## src/design/hbm_pkg.sv

```systemverilog
/*
 * shared constants, states and command codes of the host bus master.
 * assumes a 50 mhz system clock; bus phases count bus clock periods, the closing phase a half period.
 */
package hbm_pkg;
	// system and bus clock timing
	localparam int SYS_PERIOD_NS = 20;
	localparam int BUS_HALF_NS = 40;
	localparam int BUS_HALF_CYC_RAW =
		(BUS_HALF_NS + SYS_PERIOD_NS - 1) / SYS_PERIOD_NS;
	localparam int BUS_HALF_CYC = (BUS_HALF_CYC_RAW < 1) ? 1 :
		BUS_HALF_CYC_RAW;
	localparam int HALF_CNT_W = 4;
	localparam logic [HALF_CNT_W-1:0] HALF_CNT_MAX =
		HALF_CNT_W'(BUS_HALF_CYC - 1);
	localparam logic [HALF_CNT_W-1:0] HALF_CNT_RST = 4'h0;

	// bus widths and field positions
	localparam int ADDR_W = 16;
	localparam int DATA_W = 8;
	localparam int ADDR_HI_LSB = 8;
	localparam logic [DATA_W-1:0] AD_RST = 8'h00;

	// phase lengths in bus clocks, short and stretched by wait
	localparam int PH_CNT_W = 3;
	localparam logic [PH_CNT_W-1:0] PH_CNT_RST = 3'h0;
	localparam logic [PH_CNT_W-1:0] PH_ONE = 3'h1;
	localparam logic [PH_CNT_W-1:0] ALE_LONG = 3'h2;
	localparam logic [PH_CNT_W-1:0] WR_LONG = 3'h6;
	localparam logic [PH_CNT_W-1:0] RD_CS_LONG = 3'h3;
	localparam logic [PH_CNT_W-1:0] RD_LONG = 3'h5;

	// command codes
	typedef enum logic [1:0] {
		OP_READ = 2'b00,
		OP_WRITE = 2'b01,
		OP_WAIT_PIN = 2'b10,
		OP_NONE = 2'b11
	} hbm_op_t;

	// bus cycle states
	typedef enum logic [3:0] {
		ST_IDLE = 4'h0,
		ST_ARM = 4'h1,
		ST_HIGH_ADDR = 4'h2,
		ST_LOW_ADDR = 4'h3,
		ST_ALE_HI = 4'h4,
		ST_WR_SETUP = 4'h5,
		ST_WR_LOW = 4'h6,
		ST_RD_CS = 4'h7,
		ST_RD_LOW = 4'h8,
		ST_FINISH = 4'h9,
		ST_WAIT_PIN = 4'ha
	} hbm_state_t;
endpackage

```

## src/design/hbm_master.sv

```systemverilog
/*
 * multiplexed address/data host bus master: runs read, write and
 * wait-for-pin commands against an external peripheral chip.
 * assumes a same-clock command source; bus pins are asynchronous and are
 * resynchronised; the testbench resolves the shared data wire from oe.
 */
// Functional notes
// - extended access drives high address first
// - upper address on its own pins
// - one clock address setup before latch strobe
// - latch pulse one clock, two when waiting
// - write: latch fall with chip select low
// - write data one clock before write strobe
// - write strobe six clocks when waiting
// - select off half clock after strobe
// - read select phase three clocks when waiting
// - read select falls one clock after latch
// - read: release bus, assert read strobe together
// - read strobe one clock, five when waiting
// - read end: select off, bus driven again
// - command stalls until watched pin level
`timescale 1ns/1ps
module hbm_master (
	// clock, reset, enable
	input wire logic clk_sys_in,
	input wire logic resetn_in,
	input wire logic ce_in,
	// command port
	input wire logic cmd_valid_in,
	output logic cmd_ready_out,
	input wire hbm_pkg::hbm_op_t cmd_op_in,
	input wire logic cmd_ext_in,
	input wire logic [hbm_pkg::ADDR_W-1:0] cmd_addr_in,
	input wire logic [hbm_pkg::DATA_W-1:0] cmd_wdata_in,
	input wire logic cmd_level_in,
	// response port
	output logic rsp_valid_out,
	output logic [hbm_pkg::DATA_W-1:0] rsp_rdata_out,
	// multiplexed address/data pins
	input wire logic [hbm_pkg::DATA_W-1:0] muxed_addr_data_in,
	output logic [hbm_pkg::DATA_W-1:0] muxed_addr_data_out,
	output logic muxed_addr_data_oe_out,
	// address and strobes
	output logic [hbm_pkg::DATA_W-1:0] upper_address_out,
	output logic ale_out,
	output logic cs_n_out,
	output logic rd_n_out,
	output logic wr_n_out,
	output logic bus_clock_out,
	// peripheral status pins
	input wire logic wait_ready_in,
	input wire logic irq_wait_pin_in
);
	import hbm_pkg::*;

	hbm_state_t state_r;
	hbm_state_t state_nxt;
	hbm_op_t op_r;
	logic ext_r;
	logic level_r;
	logic [ADDR_W-1:0] addr_r;
	logic [DATA_W-1:0] wdata_r;
	logic [PH_CNT_W-1:0] cnt_r;
	logic [DATA_W-1:0] ad_meta_r;
	logic [DATA_W-1:0] ad_sync_r;
	logic wait_meta_r;
	logic wait_sync_r;
	logic irq_meta_r;
	logic irq_sync_r;
	logic rise_tick;
	logic fall_tick;
	logic step;
	logic half;
	logic wait_lo;
	logic take;
	logic pin_hit;
	logic entering;

	// true when a phase of the given stretched length has run its course
	function automatic logic phase_done(input logic [PH_CNT_W-1:0] cnt,
		input logic [PH_CNT_W-1:0] long_len, input logic lo);
		logic [PH_CNT_W-1:0] len;
		len = lo ? long_len : PH_ONE;
		phase_done = (cnt >= (len - PH_ONE));
	endfunction

	hbm_clkgen u_clkgen (
		.clk_sys_in(clk_sys_in),
		.resetn_in(resetn_in),
		.ce_in(ce_in),
		.bus_clock_out(bus_clock_out),
		.rise_tick_out(rise_tick),
		.fall_tick_out(fall_tick)
	);

	// two-stage synchronisers for pins from the peripheral
	always_ff @(posedge clk_sys_in or negedge resetn_in) begin
		if (!resetn_in) begin
			ad_meta_r <= AD_RST;
			ad_sync_r <= AD_RST;
			wait_meta_r <= 1'b1;
			wait_sync_r <= 1'b1;
			irq_meta_r <= 1'b0;
			irq_sync_r <= 1'b0;
		end else if (ce_in) begin
			ad_meta_r <= muxed_addr_data_in;
			ad_sync_r <= ad_meta_r;
			wait_meta_r <= wait_ready_in;
			wait_sync_r <= wait_meta_r;
			irq_meta_r <= irq_wait_pin_in;
			irq_sync_r <= irq_meta_r;
		end
	end

	// phase timing strobes
	assign step = ce_in && rise_tick;
	assign half = ce_in && fall_tick;
	assign wait_lo = !wait_sync_r;
	assign cmd_ready_out = (state_r == ST_IDLE);
	assign take = ce_in && cmd_valid_in && cmd_ready_out;
	assign pin_hit = (irq_sync_r == level_r);
	assign entering = (state_nxt != state_r);

	// next state of the bus cycle
	always_comb begin
		state_nxt = state_r;
		unique case (state_r)
			ST_IDLE: begin
				if (take) begin
					if (cmd_op_in == OP_WAIT_PIN) begin
						state_nxt = ST_WAIT_PIN;
					end else if (cmd_op_in == OP_NONE) begin
						state_nxt = ST_FINISH;
					end else begin
						state_nxt = ST_ARM;
					end
				end
			end
			ST_ARM: begin
				if (step) begin
					// non-extended access skips the high byte
					state_nxt = ext_r ? ST_HIGH_ADDR : ST_LOW_ADDR;
				end
			end
			ST_HIGH_ADDR: begin
				if (step) begin
					state_nxt = ST_LOW_ADDR;
				end
			end
			ST_LOW_ADDR: begin
				if (step) begin
					state_nxt = ST_ALE_HI;
				end
			end
			ST_ALE_HI: begin
				if (step && phase_done(cnt_r, ALE_LONG, wait_lo)) begin
					state_nxt = (op_r == OP_WRITE) ? ST_WR_SETUP : ST_RD_CS;
				end
			end
			ST_WR_SETUP: begin
				if (step) begin
					state_nxt = ST_WR_LOW;
				end
			end
			ST_WR_LOW: begin
				if (step && phase_done(cnt_r, WR_LONG, wait_lo)) begin
					state_nxt = ST_FINISH;
				end
			end
			ST_RD_CS: begin
				if (step && phase_done(cnt_r, RD_CS_LONG, wait_lo)) begin
					state_nxt = ST_RD_LOW;
				end
			end
			ST_RD_LOW: begin
				if (step && phase_done(cnt_r, RD_LONG, wait_lo)) begin
					state_nxt = ST_FINISH;
				end
			end
			ST_FINISH: begin
				// closing half clock, taken on the bus clock fall
				if (half || op_r == OP_NONE) begin
					state_nxt = ST_IDLE;
				end
			end
			ST_WAIT_PIN: begin
				if (ce_in && pin_hit) begin
					state_nxt = ST_IDLE;
				end
			end
			default: begin
				state_nxt = ST_IDLE;
			end
		endcase
	end

	// state and phase counter
	always_ff @(posedge clk_sys_in or negedge resetn_in) begin
		if (!resetn_in) begin
			state_r <= ST_IDLE;
			cnt_r <= PH_CNT_RST;
		end else if (ce_in) begin
			state_r <= state_nxt;
			if (entering) begin
				cnt_r <= PH_CNT_RST;
			end else if (step) begin
				cnt_r <= cnt_r + PH_ONE;
			end
		end
	end

	// command capture
	always_ff @(posedge clk_sys_in or negedge resetn_in) begin
		if (!resetn_in) begin
			op_r <= OP_READ;
			ext_r <= 1'b0;
			level_r <= 1'b0;
			addr_r <= '0;
			wdata_r <= AD_RST;
		end else if (take) begin
			op_r <= cmd_op_in;
			ext_r <= cmd_ext_in;
			level_r <= cmd_level_in;
			addr_r <= cmd_addr_in;
			wdata_r <= cmd_wdata_in;
		end
	end

	// upper address pins, held until the next extended access
	always_ff @(posedge clk_sys_in or negedge resetn_in) begin
		if (!resetn_in) begin
			upper_address_out <= AD_RST;
		end else if (ce_in && entering && state_nxt == ST_HIGH_ADDR) begin
			upper_address_out <= addr_r[ADDR_HI_LSB +: DATA_W];
		end
	end

	// multiplexed bus drive and direction
	always_ff @(posedge clk_sys_in or negedge resetn_in) begin
		if (!resetn_in) begin
			muxed_addr_data_out <= AD_RST;
			muxed_addr_data_oe_out <= 1'b1;
		end else if (ce_in && entering) begin
			if (state_nxt == ST_LOW_ADDR) begin
				muxed_addr_data_out <= addr_r[DATA_W-1:0];
			end
			if (state_nxt == ST_WR_SETUP) begin
				muxed_addr_data_out <= wdata_r;
			end
			// release the bus together with the read strobe
			if (state_nxt == ST_RD_LOW) begin
				muxed_addr_data_oe_out <= 1'b0;
			end
			// write data held and bus driven again at the half clock
			if (state_nxt == ST_IDLE && state_r == ST_FINISH) begin
				muxed_addr_data_oe_out <= 1'b1;
			end
		end
	end

	// address latch strobe
	always_ff @(posedge clk_sys_in or negedge resetn_in) begin
		if (!resetn_in) begin
			ale_out <= 1'b0;
		end else if (ce_in && entering) begin
			ale_out <= (state_nxt == ST_ALE_HI);
		end
	end

	// chip select
	always_ff @(posedge clk_sys_in or negedge resetn_in) begin
		if (!resetn_in) begin
			cs_n_out <= 1'b1;
		end else if (ce_in) begin
			if (state_r == ST_FINISH && state_nxt == ST_IDLE) begin
				cs_n_out <= 1'b1;
			end else if (entering && state_nxt == ST_WR_SETUP) begin
				cs_n_out <= 1'b0;
			end else if (step && state_r == ST_ALE_HI && cnt_r == PH_CNT_RST &&
				op_r == OP_READ) begin
				// one clock after the latch rose, stretched or not
				cs_n_out <= 1'b0;
			end
		end
	end

	// read and write strobes
	always_ff @(posedge clk_sys_in or negedge resetn_in) begin
		if (!resetn_in) begin
			rd_n_out <= 1'b1;
			wr_n_out <= 1'b1;
		end else if (ce_in && entering) begin
			rd_n_out <= !(state_nxt == ST_RD_LOW);
			wr_n_out <= !(state_nxt == ST_WR_LOW);
		end
	end

	// response and read data capture
	always_ff @(posedge clk_sys_in or negedge resetn_in) begin
		if (!resetn_in) begin
			rsp_valid_out <= 1'b0;
			rsp_rdata_out <= AD_RST;
		end else if (ce_in) begin
			rsp_valid_out <= entering && state_nxt == ST_IDLE;
			if (state_r == ST_RD_LOW && state_nxt == ST_FINISH) begin
				// peripheral still drives while both strobes are low
				rsp_rdata_out <= ad_sync_r;
			end
		end
	end
endmodule

```

## src/design/hbm_clkgen.sv

```systemverilog
/*
 * bus clock divider: makes the bus clock pin and one-cycle tick pulses
 * marking its rising and falling edges.
 * assumes the system clock and a clock enable that freezes the divider.
 */
`timescale 1ns/1ps
module hbm_clkgen (
	// clock, reset, enable
	input wire logic clk_sys_in,
	input wire logic resetn_in,
	input wire logic ce_in,
	// bus clock and edge ticks
	output logic bus_clock_out,
	output logic rise_tick_out,
	output logic fall_tick_out
);
	import hbm_pkg::*;

	logic [HALF_CNT_W-1:0] cnt_r;
	logic wrap;

	assign wrap = ce_in && (cnt_r == HALF_CNT_MAX);
	// ticks coincide with the pin toggle, so logic moves with the edge
	assign rise_tick_out = wrap && !bus_clock_out;
	assign fall_tick_out = wrap && bus_clock_out;

	// half period counter and pin toggle
	always_ff @(posedge clk_sys_in or negedge resetn_in) begin
		if (!resetn_in) begin
			cnt_r <= HALF_CNT_RST;
			bus_clock_out <= 1'b0;
		end else if (ce_in) begin
			if (wrap) begin
				cnt_r <= HALF_CNT_RST;
				bus_clock_out <= !bus_clock_out;
			end else begin
				cnt_r <= cnt_r + 4'h1;
			end
		end
	end
endmodule

```

## config.mk

```make
export PLATFORM = sky130hd
export DESIGN_NAME = hbm_master
export DESIGN_NICKNAME = d
export VERILOG_FILES = /design/src/design/hbm_pkg.sv /design/src/design/hbm_master.sv /design/src/design/hbm_clkgen.sv
export SDC_FILE = /design/constraint.sdc
export NUM_CORES = 1
export LEC_CHECK = 0
export ABC_AREA = 1
export BUFFER_PORTS_ARGS = -buffer_cell sky130_fd_sc_hd__clkbuf_2
export CAP_MARGIN = 20
export CORE_ASPECT_RATIO = 1.25
export CORE_MARGIN = 8
export CORE_UTILIZATION = 43
export CTS_CLUSTER_DIAMETER = 60
export DETAILED_ROUTE_END_ITERATION = 10
export PLACE_DENSITY = 0.66
export SLEW_MARGIN = 0
export SYNTH_ARGS = -nofsm -noshare
export SYNTH_HDL_FRONTEND = slang
export SYNTH_SLANG_ARGS = --single-unit
```

## constraint.sdc

```tcl
create_clock -name clk_sys_in -period 2.4 [get_ports clk_sys_in]
set_input_delay 0.12 -clock clk_sys_in [delete_from_list [all_inputs] [get_ports clk_sys_in]]
set_output_delay 0.12 -clock clk_sys_in [all_outputs]
set_load 0.02 [all_outputs]
```

==> Yosys cells after proc, flatten, opt, wreduce, memory -nomap -nowiden <==
Cells that the tools add are included.
{ "word_totals": {"ff_bits": 90, "latchBits": 0, "ram_bits": 0, "rom_bits": 0, "inputBits": 42, "out_inout_bits": 32, "memories": 0} }
{ "classes": {"addsub": 6, "n_mul": 0, "div_mod_pow": 0, "magnitude_cmp": 4, "n_eq_ne": 24, "shift": 0, "mux": 30, "bitwise": 0, "n_reduce_logical": 39} }
{ "ops": {"columns": ["cell", "count"], "rows": [
  ["$mux W4", 14],
  ["$pmux W4 S11", 1],
  ["$eq A4 B3 Y1 const B", 7],
  ["$logic_and A1 B1 Y1", 21],
  ["$eq A4 B4 Y1 const B", 5],
  ["$eq A4 B2 Y1 const B", 4],
  ["$mux W8", 2],
  ["$ge A3 B3 Y1", 4],
  ["$mux W3", 4],
  ["$reduce_and A2 Y1", 6],
  ["$eq A4 B1 Y1 const B", 2],
  ["$logic_not A4 Y1", 2],
  ["$eq A2 B2 Y1 const B", 3],
  ["$mux W1", 6],
  ["$mux W2", 3],
  ["$reduce_bool A2 Y1", 3],
  ["$sub A2 B1 Y3 const B", 2],
  ["$sub A3 B1 Y3 const B", 2],
  ["$add A4 B1 Y4 const B", 1],
  ["$ne A4 B4 Y1", 1],
  ["$add A3 B1 Y3 const B", 1],
  ["$logic_not A1 Y1", 3],
  ["$logic_not A3 Y1", 1],
  ["$reduce_bool A3 Y1", 1],
  ["other kinds (4)", 4]
]} }

==> Longest topological paths before layout <==
Gate-level depths: netlist of the first run.
{ "depth": {"ltp_word": 11, "ltp_mapped": 18} }

==> Cells and area by module <==
From an unflattened synthesis of the first run, not the netlist that was laid out.
{ "hier_totals": {"hier_cells": 530, "hier_area_um2": 4493.1} }
{ "by_module_without_submodules": {"columns": ["module", "instances", "cells_per_inst", "area_each_um2", "seq_area_each_um2"], "rows": [
  ["hbm_master", 1, 493, 4221.5, 2134.5],
  ["hbm_clkgen", 1, 37, 271.5, 125.1]
]} }

==> Least setup slack after synthesis of the first run <==
Ideal clock, no wire load.
{ "synth_timing": {"kind": "register to register", "start": "register wait_sync_r", "end": "register upper_address_out[0] (netlist name)", "setup_ns": 0.117, "t_arrival_ns": 2.179, "required_time_ns": 2.283, "setup_slack_ns": 0.104, "path_stages_with_launch": 14, "synth_period_minus_slack_ns": 2.296, "cell_sequence": "dfstp_2 > inv_1 > ha_1 > inv_1 > nor2_1 > nor2_1 > o21ai_0 > nand3_1 > nor2_2 > nand2_2 > nor3b_4 > nand3_2 > nand2_1 > nand2_1"} }
{ "synth_between": {"elab_chain_cells": 9, "word_cells_on_any_way": 25} }
{ "synth_rtl": {"columns": ["item", "line_no", "source"], "rows": [
  ["start, declared", "hbm_master.sv:67", "logic wait_sync_r;"],
  ["start signal, assigned", "hbm_master.sv:109", "wait_sync_r <= wait_meta_r;"],
  ["$mux W3 / $mux W2 (equally long branches)", "hbm_master.sv:83", "len = lo ? long_len : PH_ONE;"],
  ["$sub A3 B1 Y3 / $sub A2 B1 Y3 (equally long branches)", "hbm_master.sv:84", "phase_done = (cnt >= (len - PH_ONE));"],
  ["$ge A3 B3 Y1", "hbm_master.sv:84", null],
  ["$logic_and A1 B1 Y1, on equally long branches", null, null],
  ["$mux W4, on equally long branches", null, null],
  ["$pmux W4 S11 *", "hbm_master.sv:127", "unique case (state_r)"],
  ["$ne A4 B4 Y1", "hbm_master.sv:122", "assign entering = (state_nxt != state_r);"],
  ["$logic_and A1 B1 Y1", "hbm_master.sv:233", "end else if (ce_in && entering && state_nxt == ST_HIGH_ADDR) begin"],
  ["$logic_and A1 B1 Y1 *", "hbm_master.sv:233", null],
  ["end signal, assigned", "hbm_master.sv:234", "upper_address_out <= addr_r[ADDR_HI_LSB +: DATA_W];"],
  ["end, declared", "hbm_master.sv:44", "output logic [hbm_pkg::DATA_W-1:0] upper_address_out,"]
]} }
Mark *: on every way between the ends. The rest lies on a longest branch, timed or not.
A chain may end at the register's enable or synchronous reset.

==> Worst setup path in the final report of the first run <==
{ "layout_timing": {"start": "register wait_sync_r", "end": "register muxed_addr_data_out[6] (netlist name)"} }
{ "layout_between": {"elab_chain_cells": 9, "word_cells_on_any_way": 28} }
{ "layout_rtl": {"columns": ["item", "line_no", "source"], "rows": [
  ["$mux W3 / $mux W2 (equally long branches)", "hbm_master.sv:83", null],
  ["$sub A3 B1 Y3 / $sub A2 B1 Y3 (equally long branches)", "hbm_master.sv:84", null],
  ["$ge A3 B3 Y1", "hbm_master.sv:84", null],
  ["$logic_and A1 B1 Y1, on equally long branches", null, null],
  ["$mux W4, on equally long branches", null, null],
  ["$pmux W4 S11 *", "hbm_master.sv:127", null],
  ["$eq A4 B2 Y1, or another cell as far along", "hbm_master.sv:244", "if (state_nxt == ST_LOW_ADDR) begin"],
  ["$reduce_bool A2 Y1 (no source line) / $logic_and A1 B1 Y1 (equally long branches)", null, null],
  ["$reduce_and A2 Y1 (no source line)", null, null],
  ["end signal, assigned", "hbm_master.sv:245", "muxed_addr_data_out <= addr_r[DATA_W-1:0];"],
  ["end signal, assigned", "hbm_master.sv:248", "muxed_addr_data_out <= wdata_r;"],
  ["end, declared", "hbm_master.sv:41", "output logic [hbm_pkg::DATA_W-1:0] muxed_addr_data_out,"]
]} }
Marks and branches as above.

==> flow_summary.yaml, run 1 <==
critical_path:
  cp_slowest_cell: "dfstp_2"
  path_common_cell: "nor2_2"
  arrival_ns: 2.71
  required_ns: 2.68
  path_cells: "inv_4 > ha_4 > inv_2 > nor2_2 > nor2_2 > nor2_2 > nor2_1 > nor2_1 > nand2_2 > nor2_4 > buf_6 > buf_4 > nand4_1 > nand2_2 > nand4_1 > nand2_1"
  end_kind: "flip-flop"
  cp-start-kind: "flip-flop"
  crit_type: "reg -> reg"
  path_max_fanout: 8
  cpPeakStageDelay_ns: 0.56
logic_synthesis:
  yosysSeqAreaShare_pct: 52.1
  synth_warnings: 0
  synthesis.nets: 597
  syn-cell-area_um2: 4340
  postSynthAreaPerCell_um2: 7.93
  ys_seq_elements: 90
  syn_inst: 547
  yosys.cell_types.count: 31
global_routing:
  grt_pass1_wl_um: 19500
  grt_max_degree: 50
  antenna_found_initial: 0
  grt_pass1_vias: 4209
  grt_use_total_pct: 17.7
  overflow: 0
placed_design:
  dp_hpwl_um: 8110
  dp_slack_ns: -0.151
  dp_cells: 757
  io_buffers: 73
  placed_area_um2: 5010
  finalWeightedCongestion: 0.881
finish:
  diodes: 0
  final_cell_count_no_fill: 817
  nFillCells: 884
  drive_gt1_share_pct: 27.2
  syn2layout_area_growth_pct: 37.7
  fin_nets: 733
  post-route-cell-area_um2: 5970
clock_tree:
  htree_num_levels: 3
  clock_latency_ns: 0.34
  cts_tree: "done"
  cts_root_buf: "clkbuf_16"
  numCtsBuffers: 9
  cts.path.max_buffers: 2
  path_clk_slew_ns: 0.06
  cts.sinks: 90
drt:
  first_iter_violations: 187
  wire_per_inst_um: 14.2
  drtPass1Iterations: 6
  drc: 0
  viasPerCell: 4.93
  vias: 4026
  routed_wl_um: 11600
  drtAntennaViolNets: 0
pwr:
  leakage_uw: 0.00314
  p_clk_share_pct: 20.9
  seqPwrFrac_pct: 34.3
  p_sw_uw: 2870
  p_int_uw: 4090
  ir_drop_uv: 607
  p_comb_share_pct: 44.9
  power.density_nw_per_um2: 1170
  switching_share_pct: 41.2
sta:
  drv_slew: 0
  rsz0062_at_grt: "true"
  fin_crit_sh_pct: 101
  tns_ns: -0.0915
  slew_headroom_pct: 62.2
  setup_slack_ns: -0.0291
  worst_slew_pin_slew_ns: 0.567
  fin_worst_skew_ns: 0.00812
  final_hold_viol_count: 0
  timing.fmax_mhz: 412
  setup_viol: 8
  period_needed_ns: 2.43
floorplan:
  chipWidth_um: 106
  io_pins: 74
  die_area_um2: 13600
  num_rows: 41
  core_um2: 9950
  die_h_um: 128
  initial_core_util_pct: 43.6
status:
  outcome: "finished, violations left"
  failed_checks: "setup timing"
run:
  cap_violations: 0
hold_path:
  min_path_type: "in -> reg"
## layout by cell type, fill, tap and decap left out, types with 2 or more instances in the layout
master / synthesis / final
a21oi_1: 4 / 4
buf_12: 0 / 2
buf_4: 0 / 29
buf_6: 2 / 6
clkbuf_16: 0 / 9
clkbuf_2: 0 / 72
clkinv_4: 0 / 3
dfrtp_1: 84 / 83
dfstp_2: 6 / 6
dlygate4sd3_1: 0 / 37
ha_1: 8 / 5
ha_4: 0 / 3
inv_1: 34 / 32
inv_2: 3 / 3
inv_4: 0 / 2
nand2_1: 242 / 230
nand2_2: 2 / 13
nand2_4: 1 / 2
nand3_1: 25 / 19
nand3_2: 4 / 5
nand3_4: 1 / 6
nand4_1: 28 / 28
nor2_1: 33 / 24
nor2_2: 5 / 12
nor2_4: 1 / 3
o21ai_0: 31 / 28
o21ai_1: 2 / 3
o21ai_2: 0 / 2
## state kept, by name, indices dropped and copies added (netlist names), 3 cells and up
signal and cells:
rsp_rdata_out 8, upper_address_out 8, cnt_r 3, wdata_r 8, addr_r 16, u_clkgen.cnt_r 4, state_r 4, ad_sync_r 8
ad_meta_r 8, muxed_addr_data_out 8
## cells in the mapped netlist, drive strengths merged
cell type,count,area (um2)
a41oi,1,8.76
nor3,2,10.0
o22ai,1,6.26
dfrtp,84,2100
a21oi,4,20.0
nand2,245,932
inv,37,139
nand3b,1,7.51
nor2,39,166
xnor2,1,8.76
a21boi,1,7.51
buf,10,61.3
xor2,1,8.76
nor3b,1,18.8
nand4,28,175
o21ai,33,165
ha,8,100
o41ai,1,8.76
clkbuf,13,48.8
dfstp,6,158
nand3,30,183
## area by class of cell
class / instances / area [um2] / share of cell area (%)
inverters: 37 / 144 / 2.41
repair buffers: 148 / 1080 / 18.0
multi-input cells: 397 / 2010 / 33.7
flip-flops and latches: 90 / 2260 / 37.9
clock inverters: 6 / 75.1 / 1.26
well taps: 129 / 161 / 2.70
clock buffers: 10 / 239 / 4.00
## timing repair
item | 4_1_cts | 5_1_grt
endpoints found under the hold margin | 73 | 0
gates resized for setup | 23 | 34
setup endpoints to repair | 23 | 23
pin swaps | 15 | 13
setup buffers | 1 | 5
gates cloned | 1 | 1
hold buffers | 37 | 0
## power groups by stage
stage / clock network (uW) / logic [uW] / registers [uW]
final: 1450 / 3120 / 2380
after detailed placement: 0 / 2750 / 2390
after global routing: 1540 / 3480 / 2450
after CTS: 1490 / 2930 / 2370
after global placement: 0 / 2680 / 2380
after floorplan: 0 / 1630 / 2490
## worst max-delay path, delay by kind of cell, from the launching register on
kind / cells / cell delay, ns
buffers and inverters: 4 / 0.38
flip-flops: 1 / 0.56
adder cells (fa/ha/maj): 1 / 0.26
AND/OR/NAND/NOR: 11 / 1.16
## per-stage QoR
step           total power (uW)  util (%)  hold WS (ns)
2_1_floorplan              4120         -        -0.176
3_3_place_gp               5060      50.4         0.140
3_5_place_dp               5130      50.4         0.149
4_1_cts                    6780      58.2        0.0712
5_1_grt                    7480      60.0        0.0823
6_report                   6950      60.0        0.0802
## logic make-up after synthesis
| group | count (synthesis) | synth area share [%] |
|---|---|---|
| and+or+nand+nor | 346 | 34.4 |
| DFF | 90 | 52.1 |
| buffers and inverters | 60 | 5.74 |
| AOI/OAI and AO/OA | 41 | 4.99 |
| adders and majority gates | 8 | 2.31 |
| xor gates and xnor gates | 2 | 0.404 |
## path summary, 6_finish.rpt
check	start	slack (ns)	depth (start not counted)	to
max	wait_sync_r	-0.03	16	muxed_addr_data_out[6]
max in group asynchronous	resetn_in	1.39	3	wait_sync_r
max reg2reg	wait_sync_r	-0.03	16	muxed_addr_data_out[6]
min reg2reg	rd_n_out	0.46	2	rd_n_out
min in group asynchronous	resetn_in	0.31	2	addr_r[9]
min	cmd_op_in[0]	0.08	3	op_r[0]
## per-layer routing
metal	global-route usage [%]	share of wire (%)	vias up	wire length (um)
met5	0	0	-	0
met2	31.2	52	108	6000
met3	4.68	4.9	26	567
met4	6.97	2.6	0	303
li1	-	-	2013	-
met1	19.8	41	1879	4730
Power figures use the tool's default switching activity.
==> run 2: changes to the inputs <==
PLACE_DENSITY = unset   (was 0.66)
SYNTH_HIERARCHICAL = 1   (was unset)
clock period = 3 ns   (was 2.4 ns; I/O delays follow)
==> run 2 against run 1 <==
Net effect:
- the run now ends clean
- worst setup slack improved by 0.43 ns
- clock skew fell by 0.0016 ns
- sequential power fell by 23%
- hold slack got worse by 0.072 ns
- sequential cell count did not move
- non-clock buffer count fell by 60
- synthesized area rose by 3.6%
- synthesized cell count fell by 3.1%
- highest routed layer unchanged
==> flow_summary.yaml, run 2 <==
sta:
  fin_crit_sh_pct: 86.7
  drv_slew: 0
  slew_headroom_pct: 69.1
  timing.fmax_mhz: 385
  rsz0062_at_grt: "false"
  setup_viol: 0
  setup_slack_ns: 0.400
  fin_worst_skew_ns: 0.00652
  final_hold_viol_count: 0
  period_needed_ns: 2.60
  worst_slew_pin_slew_ns: 0.461
  tns_ns: 0
status:
  outcome: "completed"
logic_synthesis:
  yosysSeqAreaShare_pct: 50.3
  syn_inst: 530
  synth-main-ff-cell: "dfrtp_1"
  yosys.cell_types.count: 33
  synth_edf_count: 0
  synthTopCellsByCount: "nand2_1, dfrtp_1, inv_1"
  synth_top_area_cell: "dfrtp_1"
  async_flop_share_pct: 100
  syn-cell-area_um2: 4490
  synth_warnings: 6
  ys_seq_elements: 90
  postSynthAreaPerCell_um2: 8.48
  synth_top_area_share_pct: 46.8
  synthesis.nets: 580
  yosysMostFrequentCell: "nand2_1"
  synth.area.top_cells: "dfrtp_1, nand2_1, dfstp_2, inv_1, nand4_1"
placed_design:
  io_buffers: 73
  placed_area_um2: 4980
  finalWeightedCongestion: 0.931
  dp_slack_ns: 0.340
  dp_hpwl_um: 7780
pwr:
  p_clk_share_pct: 23.3
  power.density_nw_per_um2: 898
  power_uw: 4810
  leakage_uw: 0.00291
  ir_drop_uv: 367
  p_sw_uw: 1970
  p_comb_share_pct: 38.4
  p_int_uw: 2840
  switching_share_pct: 41.0
  seqPwrFrac_pct: 38.2
finish:
  post-route-cell-area_um2: 5360
  layout_commonest_cell: "nand2_1"
  most-common-layout-cells: "nand2_1, dfrtp_1, clkbuf_2, inv_1, o21ai_0"
  largest_reg_flops: 16
  fin_nets: 662
  drive_gt1_share_pct: 25.1
  syn2layout_area_growth_pct: 19.3
  regMostFlops: "addr_r"
  diodes: 0
global_routing:
  overflow: 0
  grt_pass1_wl_um: 17700
  grt_use_total_pct: 15.6
  grt_pass1_vias: 3780
  antenna_found_initial: 0
  grt_max_degree: 37
critical_path:
  required_ns: 3.21
  crit_type: "reg -> reg"
  path_max_fanout: 15
  reg2reg_from: "u_clkgen/cnt_r[1]"
  worstRegToRegCells: 19
  end_kind: "flip-flop"
  arrival_ns: 2.81
  r2r_setup_slack_ns: 0.40
  r2r_end: "ale_out"
  cp-start-kind: "flip-flop"
hold_path:
  min_path_type: "in -> reg"
  hold_path_startpoint: "cmd_addr_in[4]"
  min_to: "addr_r[4]"
  hold_depth: 3
drt:
  first_iter_violations: 148
  routed_wl_um: 10400
  wire_per_inst_um: 13.9
  drtAntennaViolNets: 0
  drtPass1Iterations: 5
  drc: 0
  vias: 3689
  viasPerCell: 4.95
floorplan:
  io_pins: 74
  chipWidth_um: 107
  num_rows: 41
  die_area_um2: 14000
  die_h_um: 130
  core_um2: 10200
  initial_core_util_pct: 44.2
clock_tree:
  cts_root_buf: "clkbuf_16"
  clock_latency_ns: 0.34
  cts_setup_buffers: 0
  cts_tree: "done"
  cts.sinks: 90
  path_clk_slew_ns: 0.07
  numCtsBuffers: 9
  cts.path.max_buffers: 2
  htree_num_levels: 3
run:
  cap_violations: 0
==> run 2: cell count changes after synthesis, moves of 5 or more <==
cell,change
mux2_2,+10
nand2_1,-35
nand4_1,-6
nor2_1,-8
inv_1,+6
o211ai_1,+8
nor2_4,+7
nand2_2,+7
clkbuf_1,-5
==> run 2: worst max-delay path by stage <==
| stage | startpoint | to |
|---|---|---|
| 3_5_place_dp | u_clkgen/cnt_r[1] | ale_out |
| 2_1_floorplan | u_clkgen/cnt_r[0] | upper_address_out[0] |
| 3_3_place_gp | u_clkgen/cnt_r[1] | ale_out |
| 4_1_cts | u_clkgen/cnt_r[1] | muxed_addr_data_out[4] |
| 5_1_grt | u_clkgen/cnt_r[0] | muxed_addr_data_out[4] |
| 6_report | u_clkgen/cnt_r[1] | ale_out |
==> run 2: through the flow <==
| stage | utilization (%) | std cells | hold slack, ns |
|---|---|---|---|
| after floorplan | - | 530 | -0.146 |
| after global placement | 49.0 | 722 | 0.127 |
| after detailed placement | 49.0 | 722 | 0.136 |
| after CTS | 52.6 | 745 | 0.000763 |
| after global routing | 52.8 | 746 | 0.0101 |
| final | 52.8 | 746 | 0.00796 |
==> run 2: logic make-up after synthesis <==
kind of cell    share of synthesized area, %
xor+xnor                               0.195
fa+ha+maj                               2.23
compound gates                          5.21
simple gates                            33.2
mux                                     2.73
buf+inv                                 6.15
flops                                   50.3
==> run 2: worst max-delay path, stage by stage (launching register included) <==
cell and delay, ns:
dfrtp_1 0.39, inv_1 0.07, ha_1 0.13, nand2_1 0.06
inv_2 0.06, nand3_1 0.08, inv_1 0.13, nand2_4 0.12
inv_2 0.15, nand2_1 0.08, nand2_2 0.09, nand2_1 0.09
nor2_4 0.12, nand3_4 0.20, nand2_2 0.12, nand2_2 0.08
nand3_4 0.21, nand2_4 0.10, nand2_1 0.11, nand2_1 0.08
==> run 2: metal layers <==
layer  up-vias  GRT usage [%]  wire length, um
met3        19           4.09              524
met4         0           7.94              324
met1      1740           18.2             4610
li1       1856              -                -
met5         -              0                0
met2        74           26.0             4930
==> run 2: layout make-up <==
class | count | area (um2)
flip-flops and latches | 90 | 2260
repair buffers | 88 | 498
fillers | 998 | 4800
clock inverters | 4 | 48.8
well taps | 129 | 161
multi-input cells | 377 | 1970
inverters | 46 | 173
clock buffers | 12 | 246
==> run 2: what timing repair did <==
item | 4_1_cts | 5_1_grt
endpoints found under the setup margin | 0 | 3
hold endpoints to repair | 37 | 0
resized for setup | 0 | 1
hold buffers | 7 | 0
==> run 2: power groups by stage <==
| stage | Combinational (uW) | Clock (uW) | Sequential [uW] |
|---|---|---|---|
| floorplan | 1290 | 0 | 1920 |
| global placement | 1770 | 0 | 1850 |
| detailed placement | 1800 | 0 | 1860 |
| CTS | 1820 | 1160 | 1840 |
| global route | 2080 | 1210 | 1890 |
| finish | 1850 | 1120 | 1840 |
==> run 3: changes to the inputs <==
ABC_AREA = unset   (was 1)
==> run 3 against run 2 <==
Net effect:
- the flow now finishes with violations (setup timing)
- synthesized cell count decreased by 39%
- via count fell by 17%
- sequential power up 4%
- hold slack better by 0.031 ns
- synthesized area decreased by 6.9%
- clock skew increased by 0.0029 ns
- non-clock buffer count rose by 41
- core utilization is 5.9 points higher
- power grew 7.3%
- register-to-register slack worse by 0.64 ns
==> flow_summary.yaml, run 3 <==
status:
  outcome: "finished, violations left"
  failed_checks: "setup timing"
clock_tree:
  path_clk_slew_ns: 0.06
  cts_root_buf: "clkbuf_16"
  numCtsBuffers: 9
  cts.path.max_buffers: 2
  htree_num_levels: 3
  clock_latency_ns: 0.34
  cts.sinks: 90
  cts_tree: "done"
sta:
  worst_slew_pin_slew_ns: 0.557
  tns_ns: -3.10
  slew_headroom_pct: 62.8
  drv_slew: 0
  final_hold_viol_count: 0
  rsz0062_at_grt: "true"
  period_needed_ns: 3.24
  fin_worst_skew_ns: 0.00941
  setup_viol: 16
  fin_crit_sh_pct: 108
  setup_slack_ns: -0.236
  timing.fmax_mhz: 309
finish:
  fin_nets: 499
  diodes: 0
  most-common-layout-cells: "dfrtp_1, clkbuf_2, mux2_2, buf_4"
  post-route-cell-area_um2: 5600
  drive_gt1_share_pct: 57.3
  multi_input_area_um2: 2050
  largest_reg_flops: 16
  nFillCells: 814
  regMostFlops: "addr_r"
  syn2layout_area_growth_pct: 33.9
  layout_commonest_cell: "dfrtp_1"
  regArea_um2: 2260
logic_synthesis:
  yosys.cell_types.count: 61
  yosysMostFrequentCell: "dfrtp_1"
  synth_top_area_share_pct: 50.2
  synth-main-ff-cell: "dfrtp_1"
  yosysSeqAreaShare_pct: 54.0
  postSynthAreaPerCell_um2: 13.0
  synthTopCellsByCount: "dfrtp_1, mux2_2, inv_1"
  synth_edf_count: 0
  synthesis.nets: 371
  synth_warnings: 6
  synth_top_area_cell: "dfrtp_1"
  async_flop_share_pct: 100
  syn_inst: 321
  ys_seq_elements: 90
  synth.area.top_cells: "dfrtp_1, mux2_2, dfstp_2, ha_1, inv_1"
  syn-cell-area_um2: 4190
critical_path:
  required_ns: 3.22
  worstRegToRegCells: 12
  arrival_ns: 3.45
  cpLargestDelayFamily: "simple AND/OR/NAND/NOR gates"
  worst-path-buf-inv: 2
  cpPeakStageDelay_ns: 0.46
  end_kind: "flip-flop"
  path_max_fanout: 8
  r2r_end: "muxed_addr_data_out[2]"
  cp-start-kind: "flip-flop"
  path_cells: "inv_2 > ha_2 > and4bb_1 > nor2b_4 > o211ai_1 > o21ai_1 > o221ai_1 > or4_4 > mux2_4 > a211oi_4 > buf_12 > mux2_4"
  crit_type: "reg -> reg"
  r2r_setup_slack_ns: -0.24
  path_common_cell: "mux2_4"
  cp_slowest_cell: "or4_4"
  reg2reg_from: "u_clkgen/cnt_r[1]"
global_routing:
  grt_use_total_pct: 15.4
  grt_max_degree: 34
  overflow: 0
  grt_pass1_wl_um: 16500
  grt_pass1_vias: 3328
  antenna_found_initial: 0
run:
  cap_violations: 0
drt:
  drc: 0
  wire_per_inst_um: 16.8
  drtPass1Iterations: 4
  viasPerCell: 5.31
  first_iter_violations: 136
  routed_wl_um: 9760
  vias: 3080
  drtAntennaViolNets: 0
hold_path:
  min_to: "ad_meta_r[2]"
  min_path_type: "in -> reg"
  hold_depth: 2
  hold_path_startpoint: "muxed_addr_data_in[2]"
placed_design:
  dp_hpwl_um: 7150
  placed_area_um2: 5140
  finalWeightedCongestion: 0.913
  io_buffers: 73
floorplan:
  die_h_um: 126
  io_pins: 74
  die_area_um2: 13200
  initial_core_util_pct: 43.8
  chipWidth_um: 104
  num_rows: 40
  core_um2: 9560
pwr:
  leakage_uw: 0.00265
  power.density_nw_per_um2: 922
  ir_drop_uv: 530
==> run 3: changes by cell type in the layout (fill, tap and decap cells not counted), moves of 10 or more <==
cell and delta:
nor2_1 -16, inv_1 -30, o21ai_0 -20, nand4_1 -18, nand3_1 -20, mux2_4 +10
nand2_1 -201, buf_4 +42, mux2_2 +61
==> run 3: worst max-delay path by stage <==
stage	from	to	cells past startpoint
2_1_floorplan	u_clkgen/cnt_r[0]	muxed_addr_data_out[0]	10
3_3_place_gp	wait_sync_r	upper_address_out[2]	12
3_5_place_dp	wait_sync_r	upper_address_out[1]	12
4_1_cts	u_clkgen/cnt_r[0]	muxed_addr_data_out[2]	12
5_1_grt	u_clkgen/cnt_r[1]	muxed_addr_data_out[2]	12
6_report	u_clkgen/cnt_r[1]	muxed_addr_data_out[2]	12
==> run 3: logic make-up after synthesis <==
kind of cell | Yosys count | share of synthesized area, %
flops | 90 | 54.0
mux | 82 | 22.0
simple gates | 66 | 10.0
compound gates | 48 | 8.67
buf+inv | 24 | 2.27
fa+ha+maj | 8 | 2.39
xor+xnor | 3 | 0.628
==> run 3: timing repair <==
item,CTS,global route
pin swaps,11,11
hold endpoints to repair,29,0
gates cloned,0,0
setup endpoints to repair,21,23
buffers inserted,5,3
hold buffers,1,0
gates resized for setup,17,6
==> run 3: layout make-up <==
class	instances	area share [%]
repair buffers	129	14.9
well taps	126	2.81
clock inverters	3	0.335
multi-input cells	207	36.5
clock buffers	13	4.29
inverters	12	0.804
flip-flops and latches	90	40.3
==> run 3: metal layers <==
layer  track usage, %  part of all wire [%]  vias up
li1                 -                     -     1448
met3             4.96                   5.3       19
met1             18.0                    42     1529
met5                0                     0        -
met2             25.7                    50       84
met4             6.23                   2.0        0
==> run 3: per-stage QoR <==
step | setup WS [ns] | total power, uW | hold WS, ns | util (%) | cells
6_report | -0.236 | 5170 | 0.0389 | 58.6 | 580
5_1_grt | -0.358 | 5480 | 0.0297 | 58.6 | 580
4_1_cts | -0.197 | 5150 | 0.0292 | 57.9 | 577
3_5_place_dp | -0.211 | 4010 | 0.116 | 53.8 | 556
3_3_place_gp | -0.221 | 3960 | 0.113 | 53.8 | 556
2_1_floorplan | -0.143 | 3200 | -0.146 | - | 321
==> run 3: power by group <==
| part | total [uW] | leakage, uW | internal, uW | switching (uW) |
|---|---|---|---|---|
| clock network | 994 | 0.000128 | 561 | 433 |
| registers | 1910 | 0.00112 | 1630 | 279 |
| logic | 2260 | 0.00140 | 1190 | 1070 |
| total | 5170 | 0.00265 | 3390 | 1780 |
